[config.mk]
export PLATFORM = sky130hd
export DESIGN_NAME = mcf_filter
export DESIGN_NICKNAME = d
export VERILOG_FILES = /design/src/rtl/mcf_filter.v
export VERILOG_INCLUDE_DIRS = /design/src /design/src/rtl
export SDC_FILE = /design/constraint.sdc
export NUM_CORES = 1
export LEC_CHECK = 0
export BUFFER_PORTS_ARGS = -buffer_cell sky130_fd_sc_hd__buf_2
export CAP_MARGIN = 20
export CORE_MARGIN = 2
export CORE_UTILIZATION = 28
export DETAILED_ROUTE_END_ITERATION = 8
export SLEW_MARGIN = 20
export SYNTH_ARGS = -nofsm -noshare
export SYNTH_HDL_FRONTEND = slang
export SYNTH_SLANG_ARGS = --single-unit
export TNS_END_PERCENT = 1
[constraint.sdc]
create_clock -name MCLK -period 4.45 [get_ports MCLK]
set_input_delay 0.2225 -clock MCLK [delete_from_list [all_inputs] [get_ports MCLK]]
set_output_delay 0.2225 -clock MCLK [all_outputs]
set_load 0.005 [all_outputs]
[src/rtl/mcf_map.vh]
`ifndef MCF_MAP_VH
`define MCF_MAP_VH

// ----------------------------------------------------------------------
// Filter register fields.
// ----------------------------------------------------------------------
`define MCF_EOC_LSB       0
`define MCF_EOC_MSB       2
`define MCF_M4_LSB        3
`define MCF_M4_MSB        4
`define MCF_FSM_SEL_BIT   5
`define MCF_M56_BIT       6
`define MCF_FILT_RESET    8'h00

// ----------------------------------------------------------------------
// Operations-word filter codes.
// ----------------------------------------------------------------------
`define MCF_EOC_AUTO      3'h4
`define MCF_EOC_TRANSP    3'h1
`define MCF_EOC_ONCHG     3'h2
`define MCF_EOC_TLL       3'h3

// ----------------------------------------------------------------------
// Overhead-bit filter codes.
// ----------------------------------------------------------------------
`define MCF_OH_ONCHG      2'h0
`define MCF_OH_TLL        2'h1
`define MCF_OH_CRC        2'h2
`define MCF_OH_CRC_TLL    2'h3

// ----------------------------------------------------------------------
// Strap presets and frame layout.
// ----------------------------------------------------------------------
`define MCF_CRC_STRAP_HI  5'h06
`define MCF_CRC_STRAP_LO  5'h00
`define MCF_STRAP_WAIT    2'h3
`define MCF_LAST_FRAME    3'h7
`define MCF_TLL_COUNT     2'h3
`define MCF_M4_MASK       12'h93F
`define MCF_FAR_END_BLOCK_ERROR_BIT_POS      6
`define MCF_OH_ONES       12'hFFF

`endif

[src/rtl/mcf_filter.v]
`include "mcf_map.vh"

module mcf_filter (
	// Clock and reset.
	input  wire        MCLK,
	input  wire        SYS_RST,
	// Strap pins.
	input  wire        AUTO_MODE_STRAP,
	input  wire        CRC_FILTER_STRAP,
	// Received maintenance bits, M1 in bit 5.
	input  wire [5:0]  MAINT_BITS,
	input  wire        MAINT_VALID,
	input  wire        SUPERFRAME_START,
	input  wire        CRC_GOOD,
	// Transceiver status.
	input  wire        RX_SYNC,
	input  wire        DEACT_ENTRY,
	input  wire        POWERDOWN_EXIT,
	// Filter register access.
	input  wire        REG_WR,
	input  wire [7:0]  REG_WDATA,
	output wire [7:0]  REG_RDATA,
	output wire [7:0]  ACTIVE_FILTER,
	// Operations-word message.
	output reg         OPWORD_MSG_VALID,
	output reg  [11:0] OPWORD_MSG,
	output wire        RETURN_RX_EN,
	// Overhead-bit message.
	output reg         OVERHEAD_MSG_VALID,
	output reg  [11:0] OVERHEAD_MSG,
	// Approved status bits towards the state machine.
	output reg  [7:0]  FSM_STATUS_BITS
);

	// ------------------------------------------------------------------
	// Strap synchronisers and one-time preset.
	// ------------------------------------------------------------------
	reg  [1:0] auto_sync_reg;
	reg  [1:0] crc_sync_reg;
	reg  [1:0] strap_cnt_reg;
	reg        strap_done_reg;
	reg  [7:0] filt_reg;
	reg  [7:0] act_reg;
	wire       strap_load = !strap_done_reg && (strap_cnt_reg == `MCF_STRAP_WAIT);
	wire [7:0] strap_val  = {(crc_sync_reg[1] ? `MCF_CRC_STRAP_HI : `MCF_CRC_STRAP_LO),
		(auto_sync_reg[1] ? `MCF_EOC_AUTO : `MCF_EOC_TRANSP)};

	always @(posedge MCLK) begin
		auto_sync_reg <= {auto_sync_reg[0], AUTO_MODE_STRAP};
		crc_sync_reg  <= {crc_sync_reg[0], CRC_FILTER_STRAP};
		if (SYS_RST) begin
			strap_cnt_reg  <= 2'h0;
			strap_done_reg <= 1'b0;
			filt_reg       <= `MCF_FILT_RESET;
			act_reg        <= `MCF_FILT_RESET;
		end else begin
			if (!strap_done_reg)
				strap_cnt_reg <= strap_cnt_reg + 2'h1;
			if (strap_load) begin
				strap_done_reg <= 1'b1;
				filt_reg       <= strap_val;
				act_reg        <= strap_val;
			end else begin
				if (REG_WR)
					filt_reg <= REG_WDATA;
				if (DEACT_ENTRY)
					act_reg <= REG_WR ? REG_WDATA : filt_reg;
			end
		end
	end

	assign REG_RDATA     = filt_reg;
	assign ACTIVE_FILTER = act_reg;

	wire [2:0] eoc_mode = act_reg[`MCF_EOC_MSB:`MCF_EOC_LSB];
	wire [1:0] m4_mode  = act_reg[`MCF_M4_MSB:`MCF_M4_LSB];
	wire       fsm_sel  = act_reg[`MCF_FSM_SEL_BIT];
	wire       m56_chg  = act_reg[`MCF_M56_BIT];

	assign RETURN_RX_EN = (eoc_mode == `MCF_EOC_AUTO);

	// ------------------------------------------------------------------
	// Frame assembly.
	// ------------------------------------------------------------------
	reg  [2:0]  frame_reg;
	reg  [11:0] eow_sh_reg;
	reg  [11:0] oh_sh_reg;
	wire [2:0]  frame_idx = SUPERFRAME_START ? 3'h0 : frame_reg;
	wire [11:0] eow_next  = {eow_sh_reg[8:0], MAINT_BITS[5:3]};
	wire        word_done = MAINT_VALID && (frame_idx[1:0] == 2'h3);
	wire        sf_done   = MAINT_VALID && (frame_idx == `MCF_LAST_FRAME);
	reg  [11:0] oh_next;

	always @* begin
		oh_next = oh_sh_reg;
		if (frame_idx == 3'h0)
			oh_next[11:9] = MAINT_BITS[2:0];
		else if (frame_idx == 3'h1)
			oh_next[8:6] = MAINT_BITS[2:0];
		else
			oh_next[3'h7 - frame_idx] = MAINT_BITS[2];
	end

	always @(posedge MCLK) begin
		if (SYS_RST) begin
			frame_reg  <= 3'h0;
			eow_sh_reg <= 12'h000;
			oh_sh_reg  <= `MCF_OH_ONES;
		end else if (MAINT_VALID) begin
			frame_reg  <= frame_idx + 3'h1;
			eow_sh_reg <= eow_next;
			oh_sh_reg  <= oh_next;
		end
	end

	// ------------------------------------------------------------------
	// Operations-word filter.
	// ------------------------------------------------------------------
	reg  [11:0] eow_last_reg;
	reg  [11:0] eow_rep_reg;
	reg  [1:0]  eow_cnt_reg;
	wire [1:0]  eow_cnt_next = (eow_next == eow_last_reg) ?
		((eow_cnt_reg == `MCF_TLL_COUNT) ? eow_cnt_reg : eow_cnt_reg + 2'h1) : 2'h1;
	reg         eow_emit;

	always @* begin
		case (eoc_mode)
			`MCF_EOC_TRANSP: eow_emit = 1'b1;
			`MCF_EOC_ONCHG:  eow_emit = (eow_next != eow_last_reg);
			`MCF_EOC_TLL,
			`MCF_EOC_AUTO:   eow_emit = (eow_cnt_next == `MCF_TLL_COUNT) &&
				(eow_next != eow_rep_reg);
			default:         eow_emit = 1'b0;
		endcase
	end

	always @(posedge MCLK) begin
		if (SYS_RST) begin
			eow_last_reg     <= 12'h000;
			eow_rep_reg      <= 12'h000;
			eow_cnt_reg      <= 2'h0;
			OPWORD_MSG_VALID <= 1'b0;
			OPWORD_MSG       <= 12'h000;
		end else begin
			OPWORD_MSG_VALID <= 1'b0;
			if (word_done) begin
				eow_last_reg <= eow_next;
				eow_cnt_reg  <= eow_cnt_next;
				if (eow_emit && RX_SYNC) begin
					eow_rep_reg      <= eow_next;
					OPWORD_MSG_VALID <= 1'b1;
					OPWORD_MSG       <= eow_next;
				end
			end
		end
	end

	// ------------------------------------------------------------------
	// Overhead-bit filter, one slice per bit.
	// ------------------------------------------------------------------
	reg  [11:0] pend_reg;
	reg         pend_v_reg;
	reg  [11:0] acc_reg;
	reg  [11:0] last_a_reg;
	reg  [11:0] last_b_reg;
	reg  [23:0] cnt_a_reg;
	reg  [23:0] cnt_b_reg;
	wire [11:0] acc_next;
	wire [11:0] tll_a;
	wire [23:0] cnt_a_next;
	wire [23:0] cnt_b_next;
	wire [11:0] m4_mask = `MCF_M4_MASK;

	function [1:0] mcf_sat;
		input       same;
		input [1:0] cnt;
		begin
			mcf_sat = same ? ((cnt == `MCF_TLL_COUNT) ? cnt : cnt + 2'h1) : 2'h1;
		end
	endfunction

	genvar gi;
	generate
		for (gi = 0; gi < 12; gi = gi + 1) begin : g_bit
			wire       is_m4 = m4_mask[gi];
			wire       chg   = !is_m4 && (m56_chg || gi == `MCF_FAR_END_BLOCK_ERROR_BIT_POS);
			wire [1:0] mode  = chg ? `MCF_OH_ONCHG :
				(is_m4 ? m4_mode : {1'b0, m4_mode[0]});
			wire       crc_v = pend_v_reg && CRC_GOOD;
			reg        ok;
			reg        val;
			assign cnt_a_next[2*gi+1:2*gi] = mcf_sat(oh_next[gi] == last_a_reg[gi],
				cnt_a_reg[2*gi+1:2*gi]);
			assign cnt_b_next[2*gi+1:2*gi] = crc_v ? mcf_sat(pend_reg[gi] == last_b_reg[gi],
				cnt_b_reg[2*gi+1:2*gi]) : 2'h0;
			assign tll_a[gi] = (cnt_a_next[2*gi+1:2*gi] == `MCF_TLL_COUNT);
			always @* begin
				case (mode)
					`MCF_OH_ONCHG: begin
						ok  = 1'b1;
						val = oh_next[gi];
					end
					`MCF_OH_TLL: begin
						ok  = tll_a[gi];
						val = oh_next[gi];
					end
					`MCF_OH_CRC: begin
						ok  = crc_v;
						val = pend_reg[gi];
					end
					default: begin
						ok  = (cnt_b_next[2*gi+1:2*gi] == `MCF_TLL_COUNT);
						val = pend_reg[gi];
					end
				endcase
			end
			assign acc_next[gi] = ok ? val : acc_reg[gi];
		end
	endgenerate

	wire [7:0] m4_pick_acc = {acc_next[11], acc_next[8], acc_next[5:0]};
	wire [7:0] m4_pick_new = {oh_next[11], oh_next[8], oh_next[5:0]};
	wire [7:0] m4_pick_tll = {tll_a[11], tll_a[8], tll_a[5:0]};
	wire [7:0] fsm_next;

	generate
		for (gi = 0; gi < 8; gi = gi + 1) begin : g_fsm
			assign fsm_next[gi] = fsm_sel ? m4_pick_acc[gi] :
				(m4_pick_tll[gi] ? m4_pick_new[gi] : FSM_STATUS_BITS[gi]);
		end
	endgenerate

	// ------------------------------------------------------------------
	// Overhead state, status bits and message register.
	// ------------------------------------------------------------------

	always @(posedge MCLK) begin
		if (SYS_RST) begin
			pend_reg           <= `MCF_OH_ONES;
			pend_v_reg         <= 1'b0;
			acc_reg            <= `MCF_OH_ONES;
			last_a_reg         <= `MCF_OH_ONES;
			last_b_reg         <= `MCF_OH_ONES;
			cnt_a_reg          <= 24'h000000;
			cnt_b_reg          <= 24'h000000;
			FSM_STATUS_BITS    <= 8'hFF;
			OVERHEAD_MSG_VALID <= 1'b0;
			OVERHEAD_MSG       <= `MCF_OH_ONES;
		end else begin
			OVERHEAD_MSG_VALID <= 1'b0;
			if (POWERDOWN_EXIT) begin
				pend_reg        <= `MCF_OH_ONES;
				pend_v_reg      <= 1'b0;
				acc_reg         <= `MCF_OH_ONES;
				last_a_reg      <= `MCF_OH_ONES;
				last_b_reg      <= `MCF_OH_ONES;
				cnt_a_reg       <= 24'h000000;
				cnt_b_reg       <= 24'h000000;
				FSM_STATUS_BITS <= 8'hFF;
				OVERHEAD_MSG    <= `MCF_OH_ONES;
			end else if (sf_done) begin
				pend_reg        <= oh_next;
				pend_v_reg      <= 1'b1;
				last_a_reg      <= oh_next;
				last_b_reg      <= pend_reg;
				cnt_a_reg       <= cnt_a_next;
				cnt_b_reg       <= cnt_b_next;
				FSM_STATUS_BITS <= fsm_next;
				if (RX_SYNC) begin
					acc_reg <= acc_next;
					if (acc_next != acc_reg) begin
						OVERHEAD_MSG_VALID <= 1'b1;
						OVERHEAD_MSG       <= acc_next;
					end
				end
			end
		end
	end

endmodule

==> out/results.tsv <==
stage	metric	value	unit
cells_and_area	Area Overhead vs Synth	15.5	%
power	sw power	0.902	mW
cts	post-CTS setup buffer count	0	
yosys	#FFs+latches synth	165	
grt	gr usage total	0.148	
cells_and_area	max FFs per register	22	
placement	detailed placement HPWL	15700	um
cells_and_area	share of layout cells above drive strength 1	0.135	
timing	setup TNS	0	ns
timing	unrepaired setup endpoints after global routing	false	
cts	cts bufs inserted	17	
cts	clock buffer depth	2	
cells_and_area	fin area	0.00961	mm^2
grt	total grt overflow	0	
routing	Iteration-0 DRC Markers	440	
critical_path	CP endpoint kind	register	
placement	DP Area	0.00895	mm^2
critical_path	worst-path cell chain	nor2b_1 > inv_1 > ha_1 > or4b_1 > or4_1 > a41o_1 > nor3b_1 > nor4_1 > and4_1 > a21oi_1 > o211ai_1	
routing	ANT nets after route	0	
yosys	Syn. warnings	0	
grt	vias in the first global route	6840	
job	Max-Cap Viols	0	
routing	DRC viols	0	
floorplanning	die area	0.0311	mm^2
power	PD cells	361	mW/mm^2
timing	Final Skew	0.0140	ns
worst_hold_path	min-delay src	REG_WDATA[7]	
power	clock share of power	0.469	
cells_and_area	sequential cell area	0.00330	mm^2
cts	Root Driver	clkbuf_16	
routing	Pre-Repair DR Iteration Count	5	
yosys	count of flip-flops with a built-in enable after synthesis	0	
yosys	cell taking the most area after synthesis	dfxtp_1	
yosys	sequential-to-total area share from yosys stat	0.397	
power	worst vdd ir	231	uV
power	Pint	2.57	mW
placement	PortBufs	75	
timing	relative slew slack	0.353	
yosys	main flop type after synthesis	dfxtp_1	
power	Design Power	3.47	mW
power	combinational share of power	0.087	
floorplanning	Die W	176	um
grt	initial antenna violation count	3	
timing	Tcrit/Tclk final	0.851	
power	Switching Share	0.260	
cells_and_area	footprint of the multi-input gates	0.00457	mm^2
critical_path	worst reg2reg path depth	11	
timing	endpoints failing setup	0	
routing	Vias/cell	5.09	
yosys	count of cell types in the netlist	66	
routing	vias	7404	
worst_hold_path	hold path depth	3	
cells_and_area	NumNets Final	1078	
critical_path	Worst EP arrival	4.04	ns
worst_hold_path	worst hold-check path type	input port to register	
critical_path	CP Max Fanout	11	
yosys	count leader, synth	dfxtp_1	
timing	fmax	0.264	GHz
timing	Final Hold Viols	0	
floorplanning	Die H	176	um
status	outcome	complete, no violations	
cts	CTS tree	done	
yosys	Mapped Area	0.00832	mm^2
worst_hold_path	Hold EP	REG_RDATA[7]	
floorplanning	initial core utilization	0.282	
yosys	Synth top area share	0.397	
critical_path	CP Launch Type	register	
floorplanning	core footprint	0.0295	mm^2
timing	Slew Limit Fails	0	
routing	Post-Route WL	23100	um
grt	largest net degree at the start of global routing	64	
grt	first-pass GRT wire length	36600	um
cts	Clock Latency Late Sink	0.44	ns
timing	Worst Tran Pin Value	0.969	ns
critical_path	WP data required	4.71	ns
critical_path	crit path max-delay cell type	or4b_1	
yosys	main area contributors after synthesis	dfxtp_1 40%, a21oi_1 5.7%, mux2i_1 5.5%	
critical_path	largest stage delay on the critical path	0.57	ns
yosys	ys async rst share	0	
critical_path	worst flop-to-flop path startpoint	frame_reg[0]	
yosys	Syn Area/Cell	8.10	um^2
routing	Wirelength per Cell	15.9	um
critical_path	flop2flop setup slack	0.66	ns
timing	fin crit period	3.79	ns
cells_and_area	fillcell total	3118	
floorplanning	row cnt	63	
placement	global placement routability congestion	0.829	
cts	clock-pin transition on the worst setup and hold timing paths	0.07	ns
floorplanning	# IOs	76	
cts	CTS H-tree depth	4	
power	Sequential Power Share	0.444	
yosys	Synth Instances	1028	
cts	CTS-repair resized insts	0	
critical_path	reg2reg end	OVERHEAD_MSG[9]	
yosys	Synth top cells by count	165 x dfxtp_1, 113 x nand2_1, 102 x nor2_1	
yosys	syn_nets	1056	
critical_path	CP Class	register to register	
power	Pleak	3.71	nW
cts	CTS Sinks	165	
[metrics by stage]
step	hold slack, ns	utilization	setup slack [ns]	instances
global placement	0.313	0.303	0.737	1419
floorplan	0.250	-	1.16	1028
detailed placement	0.312	0.303	0.587	1419
CTS	0.0299	0.326	0.657	1453
global route	0.0646	0.326	0.314	1454
finish	0.0468	0.326	0.662	1455
[per-layer routing]
| layer | vias to the layer above | GRT usage | wire, um |
|---|---|---|---|
| met5 | - | 0 | 0 |
| met4 | 0 | 0.0551 | 569 |
| met3 | 39 | 0.0329 | 1290 |
| met2 | 216 | 0.230 | 10200 |
| met1 | 3456 | 0.201 | 11100 |
| li1 | 3693 | - | - |
[worst max path at each step]
stage                                start          endpoint  slack, ns
after floorplan               frame_reg[0]   OVERHEAD_MSG[1]       1.16
after global placement    SUPERFRAME_START   OVERHEAD_MSG[8]       0.74
after detailed placement  SUPERFRAME_START   OVERHEAD_MSG[7]       0.59
after CTS                     frame_reg[0]   OVERHEAD_MSG[7]       0.66
after global routing          frame_reg[0]  OVERHEAD_MSG[10]       0.31
final                         frame_reg[0]   OVERHEAD_MSG[9]       0.66
[cell families (layout without fill, tap and decap cells)]
family / after synthesis / count (layout) / synth area share
xor+xnor: 52 / 52 / 0.0547
mux: 51 / 51 / 0.0634
buf+inv: 116 / 151 / 0.0549
compound gates: 272 / 272 / 0.212
other cells: 0 / 2 / 0
fa+ha+maj: 3 / 3 / 0.00451
flops: 165 / 165 / 0.397
simple gates: 369 / 369 / 0.214
[cell usage in the layout (no fill, tap or decap), types with 11 or more instances in the layout]
cell and n:
o21ai_0 44, buf_4 13, o211ai_1 34, nor2b_1 18, xor2_1 20, clkbuf_16 17, dfxtp_1 165, nand2b_1 14
nor2_1 101, buf_2 75, xnor2_1 32, nand2_1 112, a311oi_1 11, nor3_1 24, a21oi_1 94, nand3_1 33
a211oi_1 23, mux2i_1 46, inv_1 29
[critical path: cells and delay by family (launching register included)]
family	cells	cell delay, ns
compound gates	3	0.89
buf+inv	1	0.08
flops	1	0.33
fa+ha+maj	1	0.30
simple gates	6	2.01
[power by group through the flow]
stage	clock network [mW]	registers [mW]	logic, mW
detailed placement	0	1.58	0.297
CTS	1.66	1.54	0.300
floorplan	0	1.56	0.217
finish	1.63	1.54	0.301
global route	1.72	1.55	0.332
global placement	0	1.58	0.293
[what timing repair did]
action	CTS	global route
hold endpoints to repair	2	0
hold buffers	2	0
endpoints found under the setup margin	0	0
[final cells by class]
class / count / share of cell area
clock inverters: 14 / 0.0217
repair buffers: 90 / 0.0513
flip-flops and latches: 165 / 0.344
well taps: 390 / 0.0508
clock buffers: 18 / 0.0447
inverters: 29 / 0.0113
diodes: 2 / 0.000521
multi-input cells: 747 / 0.476
Note: power is estimated with default switching activity, not from simulation.
